<file path="config.mk">
export PLATFORM = sky130hd
export DESIGN_NAME = mts_sequencer
export DESIGN_NICKNAME = d
export VERILOG_FILES = /design/src/design/mts_pkg.sv /design/src/design/mts_sync.sv /design/src/design/mts_pos_counter.sv /design/src/design/mts_sequencer.sv
export SDC_FILE = /design/constraint.sdc
export NUM_CORES = 1
export LEC_CHECK = 0
export BUFFER_PORTS_ARGS = -buffer_cell sky130_fd_sc_hd__buf_4
export CAP_MARGIN = 20
export CORE_ASPECT_RATIO = 0.8
export CORE_MARGIN = 8
export CORE_UTILIZATION = 35
export DETAILED_ROUTE_END_ITERATION = 10
export PLACE_DENSITY = 0.55
export SYNTH_ARGS = -nofsm -noshare
export SYNTH_HDL_FRONTEND = slang
export SYNTH_SLANG_ARGS = --single-unit
</file>
<file path="constraint.sdc">
create_clock -name pclk -period 17.1 [get_ports pclk]
set_clock_uncertainty 0.1 [all_clocks]
set_input_delay 4.275 -clock pclk [delete_from_list [all_inputs] [get_ports pclk]]
set_output_delay 4.275 -clock pclk [all_outputs]
set_load 0.005 [all_outputs]
</file>
<file path="src/design/mts_pkg.sv">
package mts_pkg;

  // ****************************************
  // Register offsets (byte addresses)
  // ****************************************
  localparam logic [7:0] MTS_OFF_TRIG_SEL = 8'h00;
  localparam logic [7:0] MTS_OFF_CMD_VAL  = 8'h04;
  localparam logic [7:0] MTS_OFF_CMD      = 8'h08;
  localparam logic [7:0] MTS_OFF_STATUS   = 8'h0c;
  localparam logic [7:0] MTS_OFF_ABS_POS  = 8'h10;
  localparam logic [7:0] MTS_OFF_ENC_POS  = 8'h14;
  localparam logic [7:0] MTS_OFF_SPEED    = 8'h18;
  localparam logic [7:0] MTS_OFF_HOME_SRC = 8'h1c;
  localparam logic [7:0] MTS_OFF_PROG     = 8'h20;

  // ****************************************
  // Field positions and values
  // ****************************************
  localparam int         MTS_STAT_BUSY_BIT = 0;
  localparam int         MTS_STAT_WAIT_BIT = 1;
  localparam int         MTS_STAT_ERR_LSB  = 8;
  localparam int         MTS_PROG_START_BIT = 0;
  localparam logic [2:0] MTS_TRIG_NONE     = 3'h0;
  localparam logic [2:0] MTS_TRIG_EV1      = 3'h1;
  localparam logic [2:0] MTS_TRIG_EV2      = 3'h2;
  localparam logic [2:0] MTS_TRIG_MAX      = 3'h4;
  localparam logic [1:0] MTS_HSRC_EV1      = 2'h0;
  localparam logic [1:0] MTS_HSRC_EV2      = 2'h1;
  localparam logic [1:0] MTS_HSRC_MARK     = 2'h2;
  localparam logic [7:0] MTS_ERR_NONE      = 8'h00;
  localparam logic [7:0] MTS_ERR_RANGE     = 8'h15;
  localparam logic [32:0] MTS_MAX_COUNTS   = 33'h0_7fff_ffff;

  // ****************************************
  // Reset values
  // ****************************************
  localparam logic [31:0] MTS_RST_SPEED    = 32'h0000_0000;
  localparam logic [1:0]  MTS_RST_HOME_SRC = 2'h0;

  // ****************************************
  // Types
  // ****************************************
  typedef enum logic [1:0] {
    MTS_CMD_ABS,
    MTS_CMD_INC,
    MTS_CMD_HOME
  } mts_cmd_t;

  typedef enum logic [1:0] {
    MTS_MODE_HOLD,
    MTS_MODE_POS,
    MTS_MODE_VEL,
    MTS_MODE_STOP
  } mts_mode_t;

  typedef enum {
    MTS_ST_IDLE,
    MTS_ST_ARM,
    MTS_ST_POS_RUN,
    MTS_ST_HOME_RUN,
    MTS_ST_HOME_STOP
  } mts_state_t;

  // Command to the profile generator
  typedef struct packed {
    mts_mode_t          mode;
    logic               neg_dir;
    logic signed [31:0] target;
    logic [31:0]        speed;
  } mts_prof_cmd_t;

  // Synchronised field inputs
  typedef struct packed {
    logic ev1;
    logic ev2;
    logic marker;
    logic enc_step;
    logic enc_dir;
  } mts_field_t;

endpackage

</file>
<file path="src/design/mts_sync.sv">
`timescale 1ns/1ps
module mts_sync
  import mts_pkg::*;
#(
  parameter int W = 5
) (
  input  wire logic         pclk,
  input  wire logic         presetn,
  input  wire logic [W-1:0] async_in,
  output logic      [W-1:0] sync_out
);

  logic [W-1:0] meta_q;

  // Two stage synchroniser; the first stage feeds only the second
  always_ff @(posedge pclk or negedge presetn) begin
    if (!presetn) begin
      meta_q   <= '0;
      sync_out <= '0;
    end else begin
      meta_q   <= async_in;
      sync_out <= meta_q;
    end
  end

endmodule

</file>
<file path="src/design/mts_pos_counter.sv">
`timescale 1ns/1ps
module mts_pos_counter
  import mts_pkg::*;
#(
  parameter int W = 32
) (
  input  wire logic                pclk,
  input  wire logic                presetn,
  input  wire logic                step,
  input  wire logic                neg_dir,
  input  wire logic                load,
  input  wire logic signed [W-1:0] load_val,
  output logic signed      [W-1:0] count_q
);

  // Load wins over a step in the same cycle; only the homing reload has the step in load_val, the clear load does not
  always_ff @(posedge pclk or negedge presetn) begin
    if (!presetn) begin
      count_q <= '0;
    end else if (load) begin
      count_q <= load_val;
    end else if (step) begin
      count_q <= neg_dir ? count_q - W'(1) : count_q + W'(1);
    end
  end

endmodule

</file>
<file path="src/design/mts_sequencer.sv">
// The APB slave port and the register addresses were chosen for this implementation.
`timescale 1ns/1ps
// What this block does
// Trigger select 0 none, 1 waits first event, 2 waits second event.
// Written trigger select above 4 becomes 0.
// Program start resets trigger select to no trigger.
// Triggered motion starts within 1 ms of the event going active.
// Trigger select writes ignored while commanded motion is in progress.
// Selected trigger gates every motion kind, only event inputs as sources.
// Trigger select reads back the active selection.
// Absolute move drives motor to target measured from home zero.
// Absolute target too far from position sets error 21, no motion.
// Incremental move travels signed distance from present position.
// Incremental magnitude above 2147483647 sets error 21, no motion.
// Homing uses only the sign of its value for direction.
// Homing runs at the last written speed.
// Homing trigger selectable: first event, second event or marker.
// Homing trigger already active clears both counters, no motion.
// Otherwise accelerate to speed and hold until homing trigger.
// On homing trigger decelerate to a stop.
// After stop counters load distance travelled since trigger.
// Busy reads 1 once motion has actually started.
// Positions and targets are signed 32-bit encoder counts.
module mts_sequencer
  import mts_pkg::*;
(
  input  wire logic          pclk,
  input  wire logic          presetn,
  input  wire logic          psel,
  input  wire logic          penable,
  input  wire logic          pwrite,
  input  wire logic [7:0]    paddr,
  input  wire logic [31:0]   pwdata,
  output logic      [31:0]   prdata,
  output logic               pready,
  output logic               pslverr,
  input  wire logic          first_event_input,
  input  wire logic          second_event_input,
  input  wire logic          enc_marker,
  input  wire logic          enc_step,
  input  wire logic          enc_dir,
  input  wire logic          prof_done,
  output mts_prof_cmd_t      prof_cmd,
  output logic               prof_go,
  output logic               motion_busy
);

  // ****************************************
  // Field input synchronisers
  // ****************************************
  mts_field_t f_raw;
  mts_field_t f_s;
  logic       step_d1_q;
  logic       step_pulse;

  assign f_raw = '{ev1: first_event_input, ev2: second_event_input,
                   marker: enc_marker, enc_step: enc_step, enc_dir: enc_dir};

  mts_sync #(.W($bits(mts_field_t))) u_sync (
    .pclk     (pclk),
    .presetn  (presetn),
    .async_in (f_raw),
    .sync_out (f_s)
  );

  // Step edge detector works on the second stage only
  always_ff @(posedge pclk or negedge presetn) begin
    if (!presetn) begin
      step_d1_q <= 1'b0;
    end else begin
      step_d1_q <= f_s.enc_step;
    end
  end
  assign step_pulse = f_s.enc_step & ~step_d1_q;

  // ****************************************
  // APB slave
  // ****************************************
  logic        access;
  logic        wr_en;
  logic        mapped;
  logic [31:0] rdata_d;

  assign access = psel & penable;
  // A write lands on the edge where pready is seen high
  assign wr_en  = access & pwrite & pready;

  always_comb begin
    unique case (paddr)
      MTS_OFF_TRIG_SEL, MTS_OFF_CMD_VAL, MTS_OFF_CMD, MTS_OFF_STATUS,
      MTS_OFF_ABS_POS, MTS_OFF_ENC_POS, MTS_OFF_SPEED, MTS_OFF_HOME_SRC,
      MTS_OFF_PROG: mapped = 1'b1;
      default:      mapped = 1'b0;
    endcase
  end

  // One wait state so that read data comes straight from a flop
  always_ff @(posedge pclk or negedge presetn) begin
    if (!presetn) begin
      pready  <= 1'b0;
      pslverr <= 1'b0;
      prdata  <= '0;
    end else begin
      pready  <= access & ~pready;
      pslverr <= access & ~pready & ~mapped;
      prdata  <= (access & ~pready & ~pwrite) ? rdata_d : '0;
    end
  end

  // ****************************************
  // Software visible settings
  // ****************************************
  mts_state_t         state_q;
  logic [2:0]         trig_sel_q;
  logic signed [31:0] cmd_val_q;
  logic [1:0]         cmd_q;
  logic [31:0]        speed_q;
  logic [1:0]         home_src_q;
  logic [7:0]         err_q;
  logic               prog_start;
  logic               idle;

  assign idle       = (state_q == MTS_ST_IDLE);
  assign prog_start = wr_en & (paddr == MTS_OFF_PROG) & pwdata[MTS_PROG_START_BIT];

  // Trigger select register
  always_ff @(posedge pclk or negedge presetn) begin
    if (!presetn) begin
      trig_sel_q <= MTS_TRIG_NONE;
    // program start default
    end else if (prog_start) begin
      trig_sel_q <= MTS_TRIG_NONE;
    // ignored while moving
    end else if (wr_en && paddr == MTS_OFF_TRIG_SEL && idle) begin
      // out of range forced
      if (pwdata > 32'(MTS_TRIG_MAX)) begin
        trig_sel_q <= MTS_TRIG_NONE;
      end else begin
        trig_sel_q <= pwdata[2:0];
      end
    end
  end

  // Command value, speed and homing source
  always_ff @(posedge pclk or negedge presetn) begin
    if (!presetn) begin
      cmd_val_q  <= '0;
      speed_q    <= MTS_RST_SPEED;
      home_src_q <= MTS_RST_HOME_SRC;
    end else if (wr_en) begin
      if (paddr == MTS_OFF_CMD_VAL) begin
        cmd_val_q <= pwdata;
      end
      // latest speed setting
      if (paddr == MTS_OFF_SPEED) begin
        speed_q <= pwdata;
      end
      // homing source select
      if (paddr == MTS_OFF_HOME_SRC) begin
        home_src_q <= pwdata[1:0];
      end
    end
  end

  // ****************************************
  // Position counters
  // ****************************************
  logic signed [31:0] abs_pos;
  logic signed [31:0] enc_pos;
  logic signed [31:0] abs_cap_q;
  logic signed [31:0] enc_cap_q;
  logic               pos_load;
  logic signed [31:0] abs_load_val;
  logic signed [31:0] enc_load_val;

  // signed 32-bit counts
  mts_pos_counter #(.W(32)) u_abs (
    .pclk     (pclk),
    .presetn  (presetn),
    .step     (step_pulse),
    .neg_dir  (f_s.enc_dir),
    .load     (pos_load),
    .load_val (abs_load_val),
    .count_q  (abs_pos)
  );

  mts_pos_counter #(.W(32)) u_enc (
    .pclk     (pclk),
    .presetn  (presetn),
    .step     (step_pulse),
    .neg_dir  (f_s.enc_dir),
    .load     (pos_load),
    .load_val (enc_load_val),
    .count_q  (enc_pos)
  );

  // ****************************************
  // Command decode and range checks
  // ****************************************
  logic               cmd_wr;
  logic signed [32:0] abs_dist;
  logic               range_bad;
  logic               start_ok;
  logic               home_trig;
  logic               start_trig;

  assign cmd_wr = wr_en & (paddr == MTS_OFF_CMD);

  // distance to absolute target
  assign abs_dist = 33'(cmd_val_q) - 33'(abs_pos);

  function automatic logic too_far(input logic signed [32:0] d);
    too_far = (d > $signed(MTS_MAX_COUNTS)) || (d < -$signed(MTS_MAX_COUNTS));
  endfunction

  always_comb begin
    unique case (pwdata[1:0])
      MTS_CMD_ABS: range_bad = too_far(abs_dist);
      // incremental magnitude
      MTS_CMD_INC: range_bad = too_far(33'(cmd_val_q));
      default:     range_bad = 1'b0;
    endcase
  end

  assign start_ok = cmd_wr & idle & (pwdata[1:0] != 2'h3) & ~range_bad;

  // homing trigger source
  always_comb begin
    unique case (home_src_q)
      MTS_HSRC_EV1:  home_trig = f_s.ev1;
      MTS_HSRC_EV2:  home_trig = f_s.ev2;
      MTS_HSRC_MARK: home_trig = f_s.marker;
      default:       home_trig = 1'b0;
    endcase
  end

  // select start trigger
  // only event inputs gate
  always_comb begin
    unique case (trig_sel_q)
      MTS_TRIG_EV1: start_trig = f_s.ev1;
      MTS_TRIG_EV2: start_trig = f_s.ev2;
      default:      start_trig = 1'b1;
    endcase
  end

  // Error code, set wins over a clearing write to status
  always_ff @(posedge pclk or negedge presetn) begin
    if (!presetn) begin
      err_q <= MTS_ERR_NONE;
    // range error
    end else if (cmd_wr && idle && range_bad) begin
      err_q <= MTS_ERR_RANGE;
    end else if (wr_en && paddr == MTS_OFF_STATUS) begin
      err_q <= MTS_ERR_NONE;
    end
  end

  always_ff @(posedge pclk or negedge presetn) begin
    if (!presetn) begin
      cmd_q <= 2'h0;
    end else if (start_ok) begin
      cmd_q <= pwdata[1:0];
    end
  end

  // ****************************************
  // Motion state machine
  // ****************************************
  logic go_now;

  // starts one cycle after trigger seen
  assign go_now = (state_q == MTS_ST_ARM) & start_trig;

  always_ff @(posedge pclk or negedge presetn) begin
    if (!presetn) begin
      state_q <= MTS_ST_IDLE;
    end else begin
      unique case (state_q)
        MTS_ST_IDLE: begin
          if (start_ok) begin
            state_q <= MTS_ST_ARM;
          end
        end
        MTS_ST_ARM: begin
          if (go_now) begin
            if (cmd_q != MTS_CMD_HOME) begin
              state_q <= MTS_ST_POS_RUN;
            // already triggered, no motion
            end else if (home_trig) begin
              state_q <= MTS_ST_IDLE;
            end else begin
              state_q <= MTS_ST_HOME_RUN;
            end
          end
        end
        MTS_ST_POS_RUN: begin
          if (prof_done) begin
            state_q <= MTS_ST_IDLE;
          end
        end
        // decelerate on trigger
        MTS_ST_HOME_RUN: begin
          if (home_trig) begin
            state_q <= MTS_ST_HOME_STOP;
          end
        end
        MTS_ST_HOME_STOP: begin
          if (prof_done) begin
            state_q <= MTS_ST_IDLE;
          end
        end
      endcase
    end
  end

  // Trigger position capture for homing
  always_ff @(posedge pclk or negedge presetn) begin
    if (!presetn) begin
      abs_cap_q <= '0;
      enc_cap_q <= '0;
    end else if (state_q == MTS_ST_HOME_RUN && home_trig) begin
      abs_cap_q <= abs_pos;
      enc_cap_q <= enc_pos;
    end
  end

  // clear on immediate trigger
  // reload with travel since trigger
  assign pos_load = (go_now & (cmd_q == MTS_CMD_HOME) & home_trig) |
                    ((state_q == MTS_ST_HOME_STOP) & prof_done);
  assign abs_load_val = (state_q == MTS_ST_HOME_STOP) ?
                        abs_pos - abs_cap_q + (step_pulse ? (f_s.enc_dir ? -32'sd1 : 32'sd1) : 32'sd0) :
                        '0;
  assign enc_load_val = (state_q == MTS_ST_HOME_STOP) ?
                        enc_pos - enc_cap_q + (step_pulse ? (f_s.enc_dir ? -32'sd1 : 32'sd1) : 32'sd0) :
                        '0;

  // ****************************************
  // Profile generator command
  // ****************************************
  always_ff @(posedge pclk or negedge presetn) begin
    if (!presetn) begin
      prof_cmd <= '{mode: MTS_MODE_HOLD, neg_dir: 1'b0, target: '0, speed: '0};
      prof_go  <= 1'b0;
    end else begin
      prof_go <= 1'b0;
      if (go_now && !(cmd_q == MTS_CMD_HOME && home_trig)) begin
        prof_go        <= 1'b1;
        prof_cmd.speed <= speed_q;
        unique case (cmd_q)
          // absolute target from zero
          MTS_CMD_ABS: begin
            prof_cmd.mode    <= MTS_MODE_POS;
            prof_cmd.target  <= cmd_val_q;
            prof_cmd.neg_dir <= cmd_val_q < abs_pos;
          end
          // signed distance from here
          MTS_CMD_INC: begin
            prof_cmd.mode    <= MTS_MODE_POS;
            prof_cmd.target  <= abs_pos + cmd_val_q;
            prof_cmd.neg_dir <= cmd_val_q[31];
          end
          // sign only; R16 run at speed
          default: begin
            prof_cmd.mode    <= MTS_MODE_VEL;
            prof_cmd.target  <= '0;
            prof_cmd.neg_dir <= cmd_val_q[31];
          end
        endcase
      end else if (state_q == MTS_ST_HOME_RUN && home_trig) begin
        // stop at deceleration rate
        prof_go       <= 1'b1;
        prof_cmd.mode <= MTS_MODE_STOP;
      end
    end
  end

  // busy once motion started
  always_ff @(posedge pclk or negedge presetn) begin
    if (!presetn) begin
      motion_busy <= 1'b0;
    end else begin
      motion_busy <= (go_now & ~(cmd_q == MTS_CMD_HOME & home_trig)) |
                     (motion_busy & ~(prof_done & (state_q == MTS_ST_POS_RUN ||
                                                   state_q == MTS_ST_HOME_STOP)));
    end
  end

  // ****************************************
  // Read mux
  // ****************************************
  always_comb begin
    rdata_d = '0;
    unique case (paddr)
      // R7 reads active selection
      MTS_OFF_TRIG_SEL: rdata_d = {29'h0, trig_sel_q};
      MTS_OFF_CMD_VAL:  rdata_d = cmd_val_q;
      MTS_OFF_CMD:      rdata_d = {30'h0, cmd_q};
      MTS_OFF_STATUS: begin
        rdata_d[MTS_STAT_BUSY_BIT] = motion_busy;
        rdata_d[MTS_STAT_WAIT_BIT] = (state_q == MTS_ST_ARM);
        rdata_d[MTS_STAT_ERR_LSB +: 8] = err_q;
      end
      MTS_OFF_ABS_POS:  rdata_d = abs_pos;
      MTS_OFF_ENC_POS:  rdata_d = enc_pos;
      MTS_OFF_SPEED:    rdata_d = speed_q;
      MTS_OFF_HOME_SRC: rdata_d = {30'h0, home_src_q};
      default:          rdata_d = '0;
    endcase
  end

endmodule

</file>
After elaboration in Yosys (flattened, before gate mapping) --
Cells that the tools add are included. W data, S select, Z words.
Storage, ports and cells: output and inout port bits 103, logic and storage cells 162, input bits 51, bits in registers 353
Operators by class: reductions and logical operators 28, order comparisons 6, muxes and demuxes 36, bitwise logic cells 30, equal/unequal tests 29, $add $sub $neg 10
Operators by type and width (number):
- $mux W32 | 15
- $pmux W32 S4 | 1
- $add A32 B32 Y32 | 3
- $eq A32 B2 Y1 const B | 3
- $eq A32 B3 Y1 const B | 3
- $pmux W35 S2 | 1
- $add A32 B2 Y32 const B | 2
- $logic_not A32 Y1 | 2
- $pmux W16 S4 | 1
- $sub A32 B2 Y32 const B | 2
- $sub A32 B32 Y32 | 2
- $pmux W8 S5 | 1
- $gt A33 B32 Y1 const B | 1
- $lt A33 B32 Y1 const B | 1
- $sub A32 B32 Y33 | 1
- $eq A32 B1 Y1 const B | 1
- $eq A32 B4 Y1 const B | 1
- $eq A8 B5 Y1 const B | 4
- $gt A32 B3 Y1 const B | 1
- $gt A32 B32 Y1 const B | 1
- $lt A32 B32 Y1 | 1
- $lt A32 B32 Y1 const B | 1
- $pmux W6 S5 | 1
- $and A1 B1 Y1 | 21
- other kinds (28) | 68

Logic depth before layout (Yosys ltp) --
depth in word-level cells 9, depth in mapped cells 17, mapped depth without buffers 17

Cells and area by module --
From an unflattened synthesis, not the netlist that was laid out.
Unflattened totals: cell total of the unflattened synthesis 2827, area, all modules 25599.6 sq um
By module, submodules not included:
- mts_sequencer | seq. area each 6080.8 sq um, cells an instance 2064, area each 18966.9 sq um, instances 1
- mts_pos_counter (u_enc) | seq. area each 800.8 sq um, cells an instance 379, area each 3220.6 sq um, instances 1
- mts_pos_counter (u_abs) | seq. area each 800.8 sq um, cells an instance 374, area each 3161.8 sq um, instances 1
- mts_sync | seq. area each 250.2 sq um, cells an instance 10, area each 250.2 sq um, instances 1

Least setup slack after synthesis --
No wires, ideal clock.
path type reg2reg, from register u_sync.sync_out[0], to register u_enc.count_q[30], clock period less this slack 7568 ps, arrival time 7401 ps, path slack 9532 ps, cell stages (with the launch flop) 16, required time 16933 ps, buffers on the path 0, library setup time 67 ps, path through dfrtp_1 -> nand2_1 -> fa_1 -> inv_1 -> fa_1 -> a211oi_1 -> o21ai_1 -> a311oi_1 -> o211ai_1 -> a221oi_2 -> o21ai_1 -> o21ai_1 -> o311ai_1 -> or3_1 -> a221oi_1 -> a221o_1
On the way: word-level cells in the longest chain between the ends 5, elaborated cells on any way between the ends 7, those cells by class add/sub (1); mux (6)
Ends and longest elaborated chain:
- start: declaration | line mts_sync.sv:10 | output logic [W-1:0] sync_out
- start signal: assignment | line mts_sync.sv:22 | sync_out <= meta_q;
- $mux W32 (2 in series) | line mts_sequencer.sv:336 | enc_pos - enc_cap_q + (step_pulse ? (f_s.enc_dir ? -32'sd1 : 32'sd1) : 32'sd0) :
- $add A32 B32 Y32 | line mts_sequencer.sv:336
- $mux W32 | line mts_sequencer.sv:335 | assign enc_load_val = (state_q == MTS_ST_HOME_STOP) ?
- $mux W32 (*) | line mts_pos_counter.sv:20 | end else if (load) begin
- end signal: assignment | line mts_pos_counter.sv:21 | count_q <= load_val;
- end signal: assignment | line mts_pos_counter.sv:23 | count_q <= neg_dir ? count_q - W'(1) : count_q + W'(1);
- end: declaration | line mts_pos_counter.sv:13 | output logic signed [W-1:0] count_q
Every way passes the cells marked *; elsewhere a longest branch is shown, timed or not. The select of a mux whose other input is x is not followed. A chain may end at the register's enable or synchronous reset.

Final worst setup path --
from input port paddr[5], to register speed_q[4]
On the way: word-level cells in the longest chain between the ends 2
Ends and longest elaborated chain:
- start: declaration | line mts_sequencer.sv:32 | input wire logic [7:0] paddr,
- $eq A8 B5 Y1 | line mts_sequencer.sv:155 | if (paddr == MTS_OFF_SPEED) begin
- $reduce_and A2 Y1 (no line)
- end signal: assignment | line mts_sequencer.sv:156 | speed_q <= pwdata;
- end: declaration | line mts_sequencer.sv:117 | logic [31:0] speed_q;
No other way between the ends.

==> out/summary.txt <==
Commonest cells after routing, fill and taps aside: dfrtp_1 (315), a21oi_1 (271), inv_1 (252), nand2_1 (250)
Fin. max-slew vios: 0
Crit-path cells: buf_4, or3_1, nor3_1, and3_1, buf_4, and2_1, nand2_1, buf_4, mux2_2
Routability Congestion: 0.935
Worst Hold Launch: u_sync.meta_q[1]
R2R Path Start: u_sync.sync_out[1]
Number of global-route vias before repair: 21700
Layout cells sized above 1: 0.145
DR WL/cell: 23.7 µm
Cell Pwr Density: 159 nW/µm²
Reg-to-Reg End: u_abs.count_q[31]
WHS Path Cells: 0
Hold Path End: u_sync.sync_out[1]
Share of async-settable or async-resettable flops after synthesis: 1.00
Grt ovf: 0
Crit path max-delay family: simple AND/OR/NAND/NOR gates
Flop2flop setup slack: 10.86 ns
Leak: 13.6 nW
Sink Count: 317
Clock buffer depth: 3
Most common cell after layout, fill and taps aside: dfrtp_1
Residual DRC: 0
Drt via density: 5.75
Die ar.: 79400 µm²
Total of max-cap violations: 0
Setup crit start kind: input port
Num rows: 87
Worst slew margin: 0.276
# hold bufs at CTS: 0
Num ports: 154
Critical path peak fanout: 34
Status: finished, final reports clean
TritonCTS clock tree: done
Worst vdd rail ir drop: 0.0000756 V
CTS root buf: clkbuf_16
First-pass GRT wire length: 138000 µm
# nets final: 3204
Synthesized area: 24700 µm²
Initial Utilization: 0.352
Setup TNS: 0 ns
Largest net degree at the start of global routing: 82
Worst Reg-to-Reg Cells: 19
First drt pass iteration count: 6
Crit end category: flop
Iter 0 DRT Violations: 2029
Launch point of the worst path: paddr[5]
Area fraction of the dominant cell type after synthesis: 0.321
Synth top area cells: dfrtp_1 (32%), ha_1 (9.5%), mux2_2 (6.0%), a21oi_1 (5.5%), fa_1 (5.3%)
Die Y: 254 µm
Worst-path clk slew: 0.06 ns
Synthesis-to-layout area growth: 14.3%
# port buffers: 153
Synth warnings: 0
Synth Net Count: 3091
Yosys top cell by area: dfrtp_1
Hold crit path type: flop to flop
CTS buffer count: 39
Worst path bufs/invs: 3
Final Hold Fails: 0
Slowest-stage cell, CP: or3_1
Synth Register Bits: 317
Cell Count, Final, Fillers Out: 3863
Post-DP HPWL: 70000 µm
Max Fclk: 151 MHz
Die W: 313 µm
Crit path kind: input port to flop
Worst EP required: 17.47 ns
RSZ-0062 raised after global routing: false
Worst-skew pair later-pin latency: 0.60 ns
Worst EP arrival: 7.00 ns
Via count: 22200
Initial antenna violation count: 3
Placed insts: 3791
Cts repair resizes: 0
Final cycle utilization of the critical path: 0.388
Core footprint: 70200 µm²
Final min period: 6.63 ns
Setup violations, final: 0
H-tree level count: 2
Mean Syn Cell Area: 8.87 µm²
Post-Route WL: 91700 µm
Most common cell on crit path: buf_4
Seq/Total Area, Yosys: 0.321
Post-Syn Instances: 2787
Post-CTS setup repair buffer count: 0
Top_reg_cell synth: dfrtp_1
EDFF count, synth: 0
Post-synthesis cell type count: 93
CP max stage delay: 0.44 ns
Antenna Nets Post-Route: 0
Slew @ Worst Pin: 1.08 ns
Gr usage total: 0.224
-- area by class of cell --
| cell class | count | area (µm²) |
|---|---|---|
| fill | 6958 | 42000 |
| multi-input combinational | 2099 | 15400 |
| sequential | 317 | 7940 |
| timing repair buffer | 187 | 1440 |
| tap | 934 | 1170 |
| clock buffer | 52 | 1090 |
| inverter | 256 | 961 |
| clock inverter | 16 | 235 |
| antenna | 2 | 5.00 |
-- cells by family after synthesis --
kind of cell | count (synthesis) | share of synthesized area
and+or+nand+nor | 734 | 0.137
xor gates and xnor gates | 135 | 0.0478
DFF | 317 | 0.321
AOI/OAI and AO/OA | 834 | 0.223
adders and majority gates | 253 | 0.148
buffers and inverters | 371 | 0.0578
muxes | 143 | 0.0646
-- flip-flops by register name (all words and copies together), names as in the netlist, 3 cells and up --
register,flops
prof_cmd,67
abs_cap_q,32
cmd_val_q,32
enc_cap_q,32
prdata,32
speed_q,32
u_abs.count_q,32
u_enc.count_q,32
u_sync.meta_q,5
u_sync.sync_out,5
state_q,3
trig_sel_q,3
-- metrics by stage --
stage	hold slack, ns	utilization	total power [W]	worst slack [ns]	cell area (µm²)
after CTS	0.248	0.402	0.00447	10.54	28200
after global routing	0.263	0.402	0.00485	10.33	28200
after global placement	0.234	0.383	0.00351	9.94	26900
after detailed placement	0.235	0.383	0.00356	9.93	26900
after floorplan	0.231	-	0.00286	9.53	24700
final	0.244	0.402	0.00449	10.47	28200
-- power by group --
group	switching (W)	total (W)	internal, W
logic	0.00154	0.00256	0.00102
registers	0.000221	0.00105	0.000826
clock network	0.000363	0.000878	0.000515
total	0.00212	0.00449	0.00236
-- worst max path at each step --
stage | slack, ns | cells after the start | to
finish | 10.47 | 9 | speed_q[4]
global route | 10.33 | 9 | speed_q[11]
CTS | 10.54 | 9 | speed_q[11]
detailed placement | 9.93 | 9 | speed_q[11]
global placement | 9.94 | 9 | speed_q[4]
floorplan | 9.53 | 15 | u_enc.count_q[30]
-- worst register-to-register path: cells and delay by family, from the launching register on --
family	cells	cell delay, ns
compound gates	9	2.70
buf+inv	4	1.23
fa+ha+maj	2	0.86
simple gates	3	0.62
flops	1	0.37
xor+xnor	1	0.20
-- layer usage --
layer  part of all wire  GRT usage  routed length (µm)
met4              0.036     0.0763                3280
met5                  0          0                   0
met3              0.080     0.0479                7290
met2               0.42      0.334               38800
met1               0.46      0.320               42300
-- cells in the mapped netlist, types with 11 or more instances --
library cell	count
o21ai_0	129
mux2_2	132
inv_1	252
nor4_1	25
buf_1	11
nand2b_1	28
and3_1	17
nor2b_1	27
o21bai_1	24
or3_1	21
dfrtp_1	317
a22oi_1	26
buf_2	15
a31oi_1	27
a22o_1	55
nor3_1	59
xor2_1	42
fa_1	66
nand3_1	46
a21oi_1	271
nand4_1	23
o21a_1	18
xnor2_1	93
a211oi_1	25
a222oi_1	27
a21o_1	54
o211ai_1	17
ha_1	187
nor2_1	190
nand2_1	252
clkbuf_1	87
mux2i_1	11
o21ai_1	21
o31ai_1	16
Note: power is estimated with default switching activity, not from simulation.
